## src/gpm_map.svh

```systemverilog
// Constants for the GPIO port: pin count, pin masks and reset values.
// Assumes inclusion by bare name from the design files.
`ifndef GPM_MAP_SVH
`define GPM_MAP_SVH

// Implemented pins on the port
`define GPM_PIN_COUNT 14
// Pins that offer I2C as an alternate function
`define GPM_I2C_PINS 32'h0000000C
// Debug pair reached in alternate function 1
`define GPM_DBG_PAIR_A 32'h00000003
// Debug pair reached in alternate function 2
`define GPM_DBG_PAIR_B 32'h00000300
// Debug clock pins (one per pair)
`define GPM_DBG_CLK_PINS 32'h00000101
// Debug data pins (one per pair)
`define GPM_DBG_DAT_PINS 32'h00000202
// Reset of mode bit 0: debug pair A starts in alternate function 1
`define GPM_MODE0_RST 32'hFFFFFFFC
// Reset of input path enables
`define GPM_IN_EN_RST 32'hFFFFFFFF
// Mode codes (bit2, bit1, bit0)
`define GPM_CODE_AF1 3'h0
`define GPM_CODE_AF2 3'h2
`define GPM_CODE_AF3 3'h3

`endif

```

## src/gpm_pkg.sv

```systemverilog
// Types shared by the GPIO port and its bench.
// Assumes gpm_map.svh is on the include path.
`include "gpm_map.svh"

package gpm_pkg;

  // Configuration field chosen by a write
  typedef enum logic [3:0] {
    gpm_f_mode0, gpm_f_mode1, gpm_f_mode2, gpm_f_pull_en, gpm_f_pull_sel,
    gpm_f_out_en, gpm_f_out_lvl, gpm_f_drv_lo, gpm_f_drv_hi, gpm_f_irq_en,
    gpm_f_trig_type, gpm_f_trig_pol, gpm_f_both_edge, gpm_f_in_en
  } gpm_field_t;

  // Pin function after decoding the three mode bits
  typedef enum logic [2:0] {gpm_io, gpm_af1, gpm_af2, gpm_af3, gpm_bad} gpm_mode_t;

  // Any code with bit0 set is a staging form of I/O mode
  function automatic gpm_mode_t gpm_decode(input logic [2:0] code);
    if (code[0]) begin
      return gpm_io;
    end
    unique case (code)
      `GPM_CODE_AF1: return gpm_af1;
      `GPM_CODE_AF2: return gpm_af2;
      default: return gpm_bad;
    endcase
  endfunction : gpm_decode

endpackage : gpm_pkg

```

## src/gpm_pin_if.sv

```systemverilog
// Per-pin signals between the port and its interrupt detector.
// Assumes both ends run on the same clock.
`timescale 1ns/1ns

interface gpm_pin_if #(parameter int N = 14);
  logic [N-1:0] cur;       // Synchronised input
  logic [N-1:0] prev;      // Input one clock earlier
  logic [N-1:0] det_en;    // Detection allowed (I/O mode, input on)
  logic [N-1:0] trig_type; // 0 level, 1 edge
  logic [N-1:0] trig_pol;  // Polarity
  logic [N-1:0] both_edge; // Both edges
  logic [N-1:0] irq_en;    // Per-pin enable
  logic [N-1:0] clear;     // Clear pulse
  logic [N-1:0] set;       // Qualified trigger
  logic [N-1:0] pending;   // Sticky flags

  modport port (output cur, prev, det_en, trig_type, trig_pol, both_edge, irq_en, clear,
                input set, pending);
  modport det (input cur, prev, det_en, trig_type, trig_pol, both_edge, irq_en, clear,
               output set, pending);
endinterface : gpm_pin_if

```

## src/gpm_irq_detect.sv

```systemverilog
// Per-pin trigger qualification and sticky pending flags.
// Assumes inputs already synchronised to ref_clk.
`timescale 1ns/1ns

module gpm_irq_detect #(
  parameter int N = 14
) (
  // Clock and reset
  input wire logic ref_clk,
  input wire logic rst_n,
  // Pin signals
  gpm_pin_if.det pins
);

  // ****************************************
  // Trigger qualification
  // ****************************************
  for (genvar k = 0; k < N; k++) begin : g_trig
    logic rise;
    logic fall;
    logic lvl_hit;
    logic edge_hit;
    // Compare with the previous sample
    assign rise = pins.cur[k] & ~pins.prev[k];
    assign fall = ~pins.cur[k] & pins.prev[k];
    // High when pol is 1, low when pol is 0
    assign lvl_hit = ~(pins.cur[k] ^ pins.trig_pol[k]);
    // Pol 0 rising, pol 1 falling, or both edges
    assign edge_hit = pins.both_edge[k] ? (rise | fall) :
                      (pins.trig_pol[k] ? fall : rise);
    // Enable gates new triggers only
    assign pins.set[k] = pins.det_en[k] & pins.irq_en[k] &
                         (pins.trig_type[k] ? edge_hit : lvl_hit);
  end

  // ****************************************
  // Pending flags
  // ****************************************
  // A trigger in the clear cycle wins, so no event is lost
  always_ff @(posedge ref_clk or negedge rst_n) begin
    if (!rst_n) begin
      pins.pending <= '0;
    end else begin
      pins.pending <= pins.set | (pins.pending & ~pins.clear);
    end
  end

endmodule : gpm_irq_detect

```

## src/gpm_port.sv

```systemverilog
// One GPIO port: mode selection, pad control, debug pins and interrupts.
// Assumes pads, peripherals and the debug unit outside; config writes
// and clears come from logic on ref_clk, pad inputs are asynchronous.
`timescale 1ns/1ns
`include "gpm_map.svh"

module gpm_port #(
  parameter int N = `GPM_PIN_COUNT,
  parameter logic [N-1:0] I2C_MASK = N'(`GPM_I2C_PINS)
) (
  // Clock and reset
  input wire logic ref_clk,
  input wire logic rst_n,
  // Configuration writes
  input wire logic cfg_wr,
  input wire gpm_pkg::gpm_field_t cfg_field,
  input wire logic [N-1:0] cfg_data,
  // Interrupt clear pulses, one per pin
  input wire logic [N-1:0] irq_clear,
  // System debug disable
  input wire logic debug_disable,
  // Pads
  input wire logic [N-1:0] pad_in,
  output logic [N-1:0] pad_out,
  output logic [N-1:0] pad_oe,
  output logic [N-1:0] pad_pull_up,
  output logic [N-1:0] pad_pull_down,
  output logic [N-1:0] pad_drive_hi,
  output logic [N-1:0] pad_drive_lo,
  // Peripheral alternate functions
  input wire logic [N-1:0] af1_out,
  input wire logic [N-1:0] af1_oe,
  input wire logic [N-1:0] af2_out,
  input wire logic [N-1:0] af2_oe,
  input wire logic [N-1:0] af3_out,
  input wire logic [N-1:0] af3_oe,
  output logic [N-1:0] af1_active,
  output logic [N-1:0] af2_active,
  output logic [N-1:0] af3_active,
  // Debug unit
  input wire logic dbg_io_out,
  input wire logic dbg_io_oe,
  output logic dbg_clk,
  output logic dbg_io_in,
  // Status
  output logic [N-1:0] input_level,
  output logic [N-1:0] irq_pending,
  output logic port_irq
);

  // ****************************************
  // Constants
  // ****************************************
  localparam logic [N-1:0] MODE0_RST = N'(`GPM_MODE0_RST);
  localparam logic [N-1:0] IN_EN_RST = N'(`GPM_IN_EN_RST);
  localparam logic [N-1:0] PAIR_A = N'(`GPM_DBG_PAIR_A);
  localparam logic [N-1:0] PAIR_B = N'(`GPM_DBG_PAIR_B);
  localparam logic [N-1:0] CLK_PINS = N'(`GPM_DBG_CLK_PINS);
  localparam logic [N-1:0] DAT_PINS = N'(`GPM_DBG_DAT_PINS);

  // ****************************************
  // Configuration registers
  // ****************************************
  logic [N-1:0] mode0_reg; // Mode bit 0
  logic [N-1:0] mode1_reg; // Mode bit 1
  logic [N-1:0] mode2_reg; // Mode bit 2
  logic [N-1:0] pull_en_reg; // Pull resistor on
  logic [N-1:0] pull_sel_reg; // 1 up, 0 down
  logic [N-1:0] out_en_reg; // Output buffer on
  logic [N-1:0] out_lvl_reg; // Output level
  logic [N-1:0] drv_lo_reg; // Drive select low
  logic [N-1:0] drv_hi_reg; // Drive select high
  logic [N-1:0] irq_en_reg; // Interrupt enables
  logic [N-1:0] trig_type_reg; // Level or edge
  logic [N-1:0] trig_pol_reg; // Polarity
  logic [N-1:0] both_edge_reg; // Both edges
  logic [N-1:0] in_en_reg; // Input path on

  // Field written whole; debug pair A starts in function 1, pair B in I/O mode
  always_ff @(posedge ref_clk or negedge rst_n) begin
    if (!rst_n) begin
      mode0_reg <= MODE0_RST;
      mode1_reg <= '0;
      mode2_reg <= '0;
      pull_en_reg <= '0;
      pull_sel_reg <= '0;
      out_en_reg <= '0;
      out_lvl_reg <= '0;
      drv_lo_reg <= '0;
      drv_hi_reg <= '0;
      irq_en_reg <= '0;
      trig_type_reg <= '0;
      trig_pol_reg <= '0;
      both_edge_reg <= '0;
      in_en_reg <= IN_EN_RST;
    end else if (cfg_wr) begin
      unique case (cfg_field)
        gpm_pkg::gpm_f_mode0: mode0_reg <= cfg_data;
        gpm_pkg::gpm_f_mode1: mode1_reg <= cfg_data;
        gpm_pkg::gpm_f_mode2: mode2_reg <= cfg_data;
        gpm_pkg::gpm_f_pull_en: pull_en_reg <= cfg_data;
        gpm_pkg::gpm_f_pull_sel: pull_sel_reg <= cfg_data;
        gpm_pkg::gpm_f_out_en: out_en_reg <= cfg_data;
        gpm_pkg::gpm_f_out_lvl: out_lvl_reg <= cfg_data;
        gpm_pkg::gpm_f_drv_lo: drv_lo_reg <= cfg_data;
        gpm_pkg::gpm_f_drv_hi: drv_hi_reg <= cfg_data;
        gpm_pkg::gpm_f_irq_en: irq_en_reg <= cfg_data;
        gpm_pkg::gpm_f_trig_type: trig_type_reg <= cfg_data;
        gpm_pkg::gpm_f_trig_pol: trig_pol_reg <= cfg_data;
        gpm_pkg::gpm_f_both_edge: both_edge_reg <= cfg_data;
        gpm_pkg::gpm_f_in_en: in_en_reg <= cfg_data;
        default: begin
          // Unused field codes write nothing
        end
      endcase
    end
  end

  // ****************************************
  // Input synchronisers
  // ****************************************
  logic [N-1:0] sync1_reg; // First stage, read only by second
  logic [N-1:0] sync2_reg; // Safe sample
  logic [N-1:0] prev_reg; // Previous safe sample

  // Two flops before use, a third for edge history
  always_ff @(posedge ref_clk or negedge rst_n) begin
    if (!rst_n) begin
      sync1_reg <= '0;
      sync2_reg <= '0;
      prev_reg <= '0;
    end else begin
      sync1_reg <= pad_in;
      sync2_reg <= sync1_reg;
      prev_reg <= sync2_reg;
    end
  end

  // ****************************************
  // Per-pin decode
  // ****************************************
  wire [N-1:0] oe_next; // Pad enable to register
  wire [N-1:0] out_next; // Pad level to register
  wire [N-1:0] dbg_on; // Pin owned by the debug unit
  wire [N-1:0] io_like; // Pin behaves as I/O
  wire [N-1:0] af1_sel; // Function 1 owns pin
  wire [N-1:0] af2_sel; // Function 2 owns pin
  wire [N-1:0] af3_sel; // Function 3 owns pin

  for (genvar k = 0; k < N; k++) begin : g_pin
    gpm_pkg::gpm_mode_t mode;
    logic dbg_slot;
    // Staging codes decode as I/O
    assign mode = gpm_pkg::gpm_decode({mode2_reg[k], mode1_reg[k], mode0_reg[k]});
    // Debug pairs live in different functions
    assign dbg_slot = (PAIR_A[k] & (mode == gpm_pkg::gpm_af1)) |
                      (PAIR_B[k] & (mode == gpm_pkg::gpm_af2));
    assign dbg_on[k] = dbg_slot & ~debug_disable;
    // Disabled debug hands the pin back as I/O
    assign io_like[k] = (mode == gpm_pkg::gpm_io) | (dbg_slot & debug_disable);
    assign af1_sel[k] = (mode == gpm_pkg::gpm_af1) & ~dbg_slot;
    assign af2_sel[k] = (mode == gpm_pkg::gpm_af2) & ~dbg_slot;
    assign af3_sel[k] = (mode == gpm_pkg::gpm_af3);
    // Only debug data pins drive; clock pins stay inputs
    assign oe_next[k] = dbg_on[k] ? (DAT_PINS[k] & dbg_io_oe) :
                        io_like[k] ? out_en_reg[k] :
                        af1_sel[k] ? af1_oe[k] :
                        af2_sel[k] ? af2_oe[k] :
                        af3_sel[k] ? af3_oe[k] : 1'b0;
    assign out_next[k] = dbg_on[k] ? dbg_io_out :
                         io_like[k] ? out_lvl_reg[k] :
                         af1_sel[k] ? af1_out[k] :
                         af2_sel[k] ? af2_out[k] :
                         af3_sel[k] ? af3_out[k] : 1'b0;
  end

  // ****************************************
  // Pad outputs
  // ****************************************
  // Registered so every pad line comes from a flop
  always_ff @(posedge ref_clk or negedge rst_n) begin
    if (!rst_n) begin
      pad_out <= '0;
      pad_oe <= '0;
      pad_pull_up <= '0;
      pad_pull_down <= '0;
      pad_drive_hi <= '0;
      pad_drive_lo <= '0;
    end else begin
      pad_out <= out_next;
      pad_oe <= oe_next;
      // No pull unless enabled; I2C pins lose the pullup
      pad_pull_up <= pull_en_reg & pull_sel_reg & ~I2C_MASK;
      pad_pull_down <= pull_en_reg & ~pull_sel_reg;
      // I2C pads ignore the high bit: low bit picks 2 or 10mA
      pad_drive_hi <= drv_hi_reg & ~I2C_MASK;
      pad_drive_lo <= drv_lo_reg;
    end
  end

  // ****************************************
  // Function and debug routing
  // ****************************************
  // Owners are told which pins they hold
  always_ff @(posedge ref_clk or negedge rst_n) begin
    if (!rst_n) begin
      af1_active <= '0;
      af2_active <= '0;
      af3_active <= '0;
      dbg_clk <= 1'b0;
      dbg_io_in <= 1'b0;
    end else begin
      af1_active <= af1_sel;
      af2_active <= af2_sel;
      af3_active <= af3_sel;
      // Both pairs can hold their debug slots at once; their pins are ORed
      dbg_clk <= |(dbg_on & CLK_PINS & sync2_reg);
      dbg_io_in <= |(dbg_on & DAT_PINS & sync2_reg);
    end
  end

  // ****************************************
  // Interrupts
  // ****************************************
  gpm_pin_if #(.N(N)) pin_bus ();

  assign pin_bus.cur = sync2_reg;
  assign pin_bus.prev = prev_reg;
  // Detection only in I/O mode with the input path on
  assign pin_bus.det_en = io_like & in_en_reg;
  assign pin_bus.trig_type = trig_type_reg;
  assign pin_bus.trig_pol = trig_pol_reg;
  assign pin_bus.both_edge = both_edge_reg;
  assign pin_bus.irq_en = irq_en_reg;
  assign pin_bus.clear = irq_clear;

  gpm_irq_detect #(.N(N)) u_detect (
    .ref_clk(ref_clk),
    .rst_n(rst_n),
    .pins(pin_bus.det)
  );

  assign irq_pending = pin_bus.pending;

  // ****************************************
  // Status outputs
  // ****************************************
  // Input level also valid under a function; line follows enabled flags
  always_ff @(posedge ref_clk or negedge rst_n) begin
    if (!rst_n) begin
      input_level <= '0;
      port_irq <= 1'b0;
    end else begin
      input_level <= sync2_reg & in_en_reg;
      port_irq <= |(pin_bus.pending & irq_en_reg);
    end
  end
endmodule : gpm_port

```

## config.mk

```make
export PLATFORM = sky130hd
export DESIGN_NAME = gpm_port
export DESIGN_NICKNAME = d
export VERILOG_FILES = /design/src/gpm_pkg.sv /design/src/gpm_pin_if.sv /design/src/gpm_irq_detect.sv /design/src/gpm_port.sv
export VERILOG_INCLUDE_DIRS = /design/src
export SDC_FILE = /design/constraint.sdc
export NUM_CORES = 1
export LEC_CHECK = 0
export ABC_AREA = 0
export BUFFER_PORTS_ARGS = -buffer_cell sky130_fd_sc_hd__buf_2
export CAP_MARGIN = 20
export CORE_MARGIN = 2
export CORE_UTILIZATION = 59
export CTS_CLUSTER_SIZE = 24
export DETAILED_ROUTE_END_ITERATION = 7
export GPL_ROUTABILITY_DRIVEN = 1
export GPL_TIMING_DRIVEN = 0
export HOLD_SLACK_MARGIN = 0.15
export PLACE_DENSITY = 0.92
export SETUP_SLACK_MARGIN = 0.1
export SLEW_MARGIN = 5
export SYNTH_ARGS = -nofsm -noshare
export SYNTH_HDL_FRONTEND = slang
export SYNTH_SLANG_ARGS = --single-unit
export TNS_END_PERCENT = 100
```

## constraint.sdc

```tcl
create_clock -name ref_clk -period 3.7 [get_ports ref_clk]
set_input_delay 0.74 -clock ref_clk [delete_from_list [all_inputs] [get_ports ref_clk]]
set_output_delay 0.74 -clock ref_clk [all_outputs]
set_load 0.005 [all_outputs]
```

==> impl_metrics.xml <==
<?xml version="1.0" encoding="UTF-8"?>
<metrics>
  <group name="placement">
    <metric name="io_buffers" unit="">246</metric>
    <metric name="pre_cts_ws" unit="ns">1.18</metric>
    <metric name="hpwlAfterDp" unit="mm">22.4</metric>
    <metric name="gpl.final_weighted_congestion" unit="">0.877</metric>
    <metric name="numPlacedInstances" unit="">1601</metric>
  </group>
  <group name="timing">
    <metric name="timing.final.crit_period" unit="ns">2.12</metric>
    <metric name="slew_viol_final" unit="">0</metric>
    <metric name="fmax" unit="GHz">0.472</metric>
    <metric name="max-slew-margin-rel" unit="%">49.8</metric>
    <metric name="post_route_fraction_of_the_period_consumed_by_the_critical_path" unit="%">57.3</metric>
    <metric name="grt_setup_unrepaired" unit="">no</metric>
    <metric name="finalHoldViolations" unit="">0</metric>
    <metric name="worst_clock_skew" unit="ns">0.0176</metric>
    <metric name="timing.final.ws_setup" unit="ns">1.58</metric>
    <metric name="worst_pin_slew" unit="ns">0.750</metric>
    <metric name="setup_viol" unit="">0</metric>
  </group>
  <group name="die">
    <metric name="design.portCount" unit="">293</metric>
    <metric name="die-height" unit="um">162</metric>
    <metric name="die_footprint" unit="um^2">26100</metric>
    <metric name="die_w" unit="um">162</metric>
    <metric name="std_cell_rows" unit="">57</metric>
    <metric name="core" unit="um^2">24300</metric>
    <metric name="effective_utilization_at_floorplan" unit="%">60.2</metric>
  </group>
  <group name="synth">
    <metric name="fraction_of_synthesized_area_in_multiplexers" unit="%">17.1</metric>
    <metric name="post_synth_and_or_nand_nor_area_fraction" unit="%">6.91</metric>
    <metric name="synth_ff_type" unit="">sky130_fd_sc_hd__dfrtp_1</metric>
    <metric name="synthDistinctLibCells" unit="">46</metric>
    <metric name="synthXorXnorAreaFrac" unit="%">0.598</metric>
    <metric name="synth-adder-area-share" unit="%">2.39</metric>
    <metric name="synth_compound_gate_area_share" unit="%">4.06</metric>
    <metric name="async_flop_share" unit="%">100</metric>
    <metric name="postSynthAreaPerCell" unit="um^2">14.5</metric>
    <metric name="ys_warn_count" unit="">0</metric>
    <metric name="post_synthesis_instance_area" unit="um^2">14600</metric>
    <metric name="synth_top_family_by_area" unit="">multiplexers</metric>
    <metric name="synth_cells" unit="">1007</metric>
    <metric name="synth.ff_latch_count" unit="">385</metric>
    <metric name="ys_seq_area_share" unit="%">66.0</metric>
    <metric name="synth_enable_flop_cells" unit="">0</metric>
  </group>
  <group name="critical_path">
    <metric name="timing.critical_path.arrival" unit="ns">2.50</metric>
    <metric name="critical_path.most_common_cell" unit="">sky130_fd_sc_hd__buf_2</metric>
    <metric name="cpMaxStageDelayCell" unit="">sky130_fd_sc_hd__nor2_1</metric>
    <metric name="start_kind" unit="">input port</metric>
    <metric name="cp_cell_sequence" unit="">buf_2 &gt; nand3b_1 &gt; nor2_1 &gt; buf_2 &gt; mux2_2</metric>
    <metric name="worst_ep_required_time" unit="ns">4.08</metric>
    <metric name="delay_of_the_slowest_cell_on_the_worst_path" unit="ns">0.61</metric>
    <metric name="crit-reg2reg-launch" unit="">mode0_reg[4]</metric>
    <metric name="worstPathMaxFanout" unit="">10</metric>
    <metric name="worst-path-buf-inv" unit="">2</metric>
    <metric name="endpoint_kind" unit="">flop</metric>
    <metric name="minimum_setup_slack_among_reg_to_reg_paths" unit="ns">2.21</metric>
    <metric name="critical_path.reg2reg.endpoint" unit="">u_detect.pins.pending[4]</metric>
    <metric name="criticalPathCategory" unit="">input port to flop</metric>
    <metric name="reg2reg_depth" unit="">3</metric>
    <metric name="cp_top_family" unit="">simple AND/OR/NAND/NOR gates</metric>
  </group>
  <group name="detailed_routing">
    <metric name="drt-pass1-iter-count" unit="">5</metric>
    <metric name="drc" unit="">0</metric>
    <metric name="first_iter_violations" unit="">751</metric>
    <metric name="route.vias.total" unit="">9124</metric>
    <metric name="finalWirelength" unit="mm">32.9</metric>
    <metric name="ant_nets" unit="">0</metric>
    <metric name="drt-vias-per-instance" unit="">5.47</metric>
    <metric name="avgRoutedWirePerCell" unit="um">19.7</metric>
  </group>
  <group name="outcome">
    <metric name="run_status" unit="">complete, no violations</metric>
  </group>
  <group name="layout">
    <metric name="finish.net_count" unit="">1481</metric>
    <metric name="finalNonFillerCells" unit="">1669</metric>
    <metric name="fraction_of_layout_instances_using_a_drive_strength_above_1" unit="%">40.9</metric>
    <metric name="area_growth_from_synthesis_to_layout" unit="%">20.7</metric>
    <metric name="fill_cells" unit="">1540</metric>
  </group>
  <group name="clock_tree">
    <metric name="cts_htree_levels" unit="">2</metric>
    <metric name="post-cts-setup-buffers" unit="">0</metric>
    <metric name="numClockSinks" unit="">385</metric>
    <metric name="path_clk_slew" unit="ns">0.06</metric>
    <metric name="hold_buffers" unit="">0</metric>
    <metric name="post_cts_resized" unit="">0</metric>
    <metric name="cts-root-buf" unit="">sky130_fd_sc_hd__clkbuf_16</metric>
    <metric name="cts-buffers-inserted" unit="">38</metric>
    <metric name="tritoncts_clock_tree" unit="">done</metric>
    <metric name="cts_buffer_depth" unit="">3</metric>
    <metric name="clkLatencyLatePin" unit="ns">0.51</metric>
  </group>
  <group name="power_and_ir_drop">
    <metric name="max-vdd-ir-drop" unit="mV">0.439</metric>
    <metric name="p_total" unit="mW">11.1</metric>
    <metric name="p_leak" unit="nW">8.49</metric>
    <metric name="power_per_cell_area" unit="nW/um^2">630</metric>
  </group>
  <group name="global_routing">
    <metric name="grt_pass1_wl" unit="mm">52.3</metric>
    <metric name="grt.overflow.total" unit="">0</metric>
    <metric name="maximum_number_of_pins_on_one_net_before_global_route_repair" unit="">111</metric>
    <metric name="grt_antenna_before_repair" unit="">4</metric>
    <metric name="number_of_global_route_vias_before_repair" unit="">9530</metric>
    <metric name="track_usage" unit="%">25.9</metric>
  </group>
  <group name="hold_path">
    <metric name="hold_path_class" unit="">input port to async pin</metric>
  </group>
  <group name="flow_run">
    <metric name="cap_viol_max_count" unit="">0</metric>
  </group>
</metrics>
-- worst max path at each step --
| stage | startpoint | endpoint | slack (ns) | depth (start not counted) |
|---|---|---|---|---|
| floorplan | cfg_field[1] | irq_en_reg[10] | 1.66 | 5 |
| global placement | rst_n | pad_drive_lo[11] | -5.11 | 1 |
| detailed placement | cfg_field[2] | pin_bus.trig_pol[13] | 1.18 | 5 |
| CTS | cfg_field[2] | pin_bus.trig_pol[9] | 1.66 | 5 |
| global route | cfg_field[2] | pin_bus.trig_pol[9] | 1.58 | 5 |
| finish | cfg_field[2] | pin_bus.trig_pol[9] | 1.58 | 5 |
-- synthesized netlist by cell type (20+ instances only) --
cell type | number | area (um^2)
sky130_fd_sc_hd__clkbuf_1 | 28 | 105
sky130_fd_sc_hd__o31ai_1 | 21 | 158
sky130_fd_sc_hd__nor3b_1 | 32 | 240
sky130_fd_sc_hd__dfstp_2 | 26 | 683
sky130_fd_sc_hd__o21ai_0 | 22 | 110
sky130_fd_sc_hd__dfrtp_1 | 359 | 8980
sky130_fd_sc_hd__nand3_1 | 26 | 130
sky130_fd_sc_hd__ha_1 | 28 | 350
sky130_fd_sc_hd__and2_1 | 26 | 163
sky130_fd_sc_hd__inv_1 | 44 | 165
sky130_fd_sc_hd__mux2i_1 | 20 | 200
sky130_fd_sc_hd__mux2_2 | 192 | 2160
sky130_fd_sc_hd__nand2_1 | 29 | 109
-- through the flow --
step	cell area, um^2	util (%)	hold WS [ns]	setup TNS, ns
2_1_floorplan	14700	-	0.331	0
3_3_place_gp	16400	67.2	0.332	-1896.91
3_5_place_dp	16400	67.6	0.335	0
4_1_cts	17700	72.6	0.190	0
5_1_grt	17700	72.6	0.209	0
6_report	17700	72.6	0.174	0
-- layout by cell type, fill, tap and decap left out, drive strengths merged, types with 2 or more instances in the layout --
cell type,Yosys,final
nor2b,18,18
a21oi,2,2
a22oi,8,8
nor3,13,13
dfstp,26,26
buf,26,275
o32ai,11,11
mux2i,20,20
o32a,4,4
nor3b,33,33
nand2b,2,2
ha,28,28
o21ai,22,22
nand2,29,29
o2111ai,3,3
mux2,204,204
or3,2,2
o22ai,3,3
and2,26,26
diode,0,4
nand3,26,26
nand3b,5,5
nor2,16,16
and3,2,2
o31ai,21,21
conb,1,22
xnor2,10,10
clkbuf,28,88
inv,44,46
a31oi,4,4
dfrtp,359,359
-- cell families (layout without fill, tap and decap cells) --
| family | Yosys count | count (layout) |
|---|---|---|
| compound gates | 84 | 84 |
| xor+xnor | 10 | 10 |
| fa+ha+maj | 28 | 28 |
| buf+inv | 98 | 411 |
| flops | 385 | 385 |
| mux | 224 | 224 |
| other cells | 1 | 26 |
| simple gates | 177 | 177 |
-- cell type report --
cell class	instances	area (um^2)	share of cell area [%]
Buffer	54	262	1.48
Antenna cell	4	10.0	0.0567
Inverter	44	165	0.935
Sequential cell	385	9670	54.7
Clock inverter	4	52.6	0.297
Timing Repair Buffer	249	1320	7.49
Multi-Input combinational cell	545	4620	26.2
Tap cell	324	405	2.29
Clock buffer	60	1150	6.54
-- worst register-to-register path, cell delays in order, from the launching register on --
cell and delay [ns]:
sky130_fd_sc_hd__dfstp_2 0.52, sky130_fd_sc_hd__clkbuf_1 0.34, sky130_fd_sc_hd__nand3_1 0.17, sky130_fd_sc_hd__o32ai_1 0.35
-- where the power goes --
| part | total [mW] | switching, mW | internal (mW) |
|---|---|---|---|
| combinational | 1.75 | 0.810 | 0.945 |
| sequential | 5.67 | 0.561 | 5.11 |
| clock | 3.70 | 1.50 | 2.20 |
-- layer usage --
| metal | track usage [%] | share of wire (%) | vias up |
|---|---|---|---|
| li1 | - | - | 4099 |
| met1 | 33.7 | 41 | 4634 |
| met2 | 44.7 | 52 | 315 |
| met3 | 4.13 | 4.9 | 74 |
| met4 | 8.89 | 2.5 | 2 |
| met5 | 0 | 0.039 | - |
Note: power is estimated with default switching activity, not from simulation.
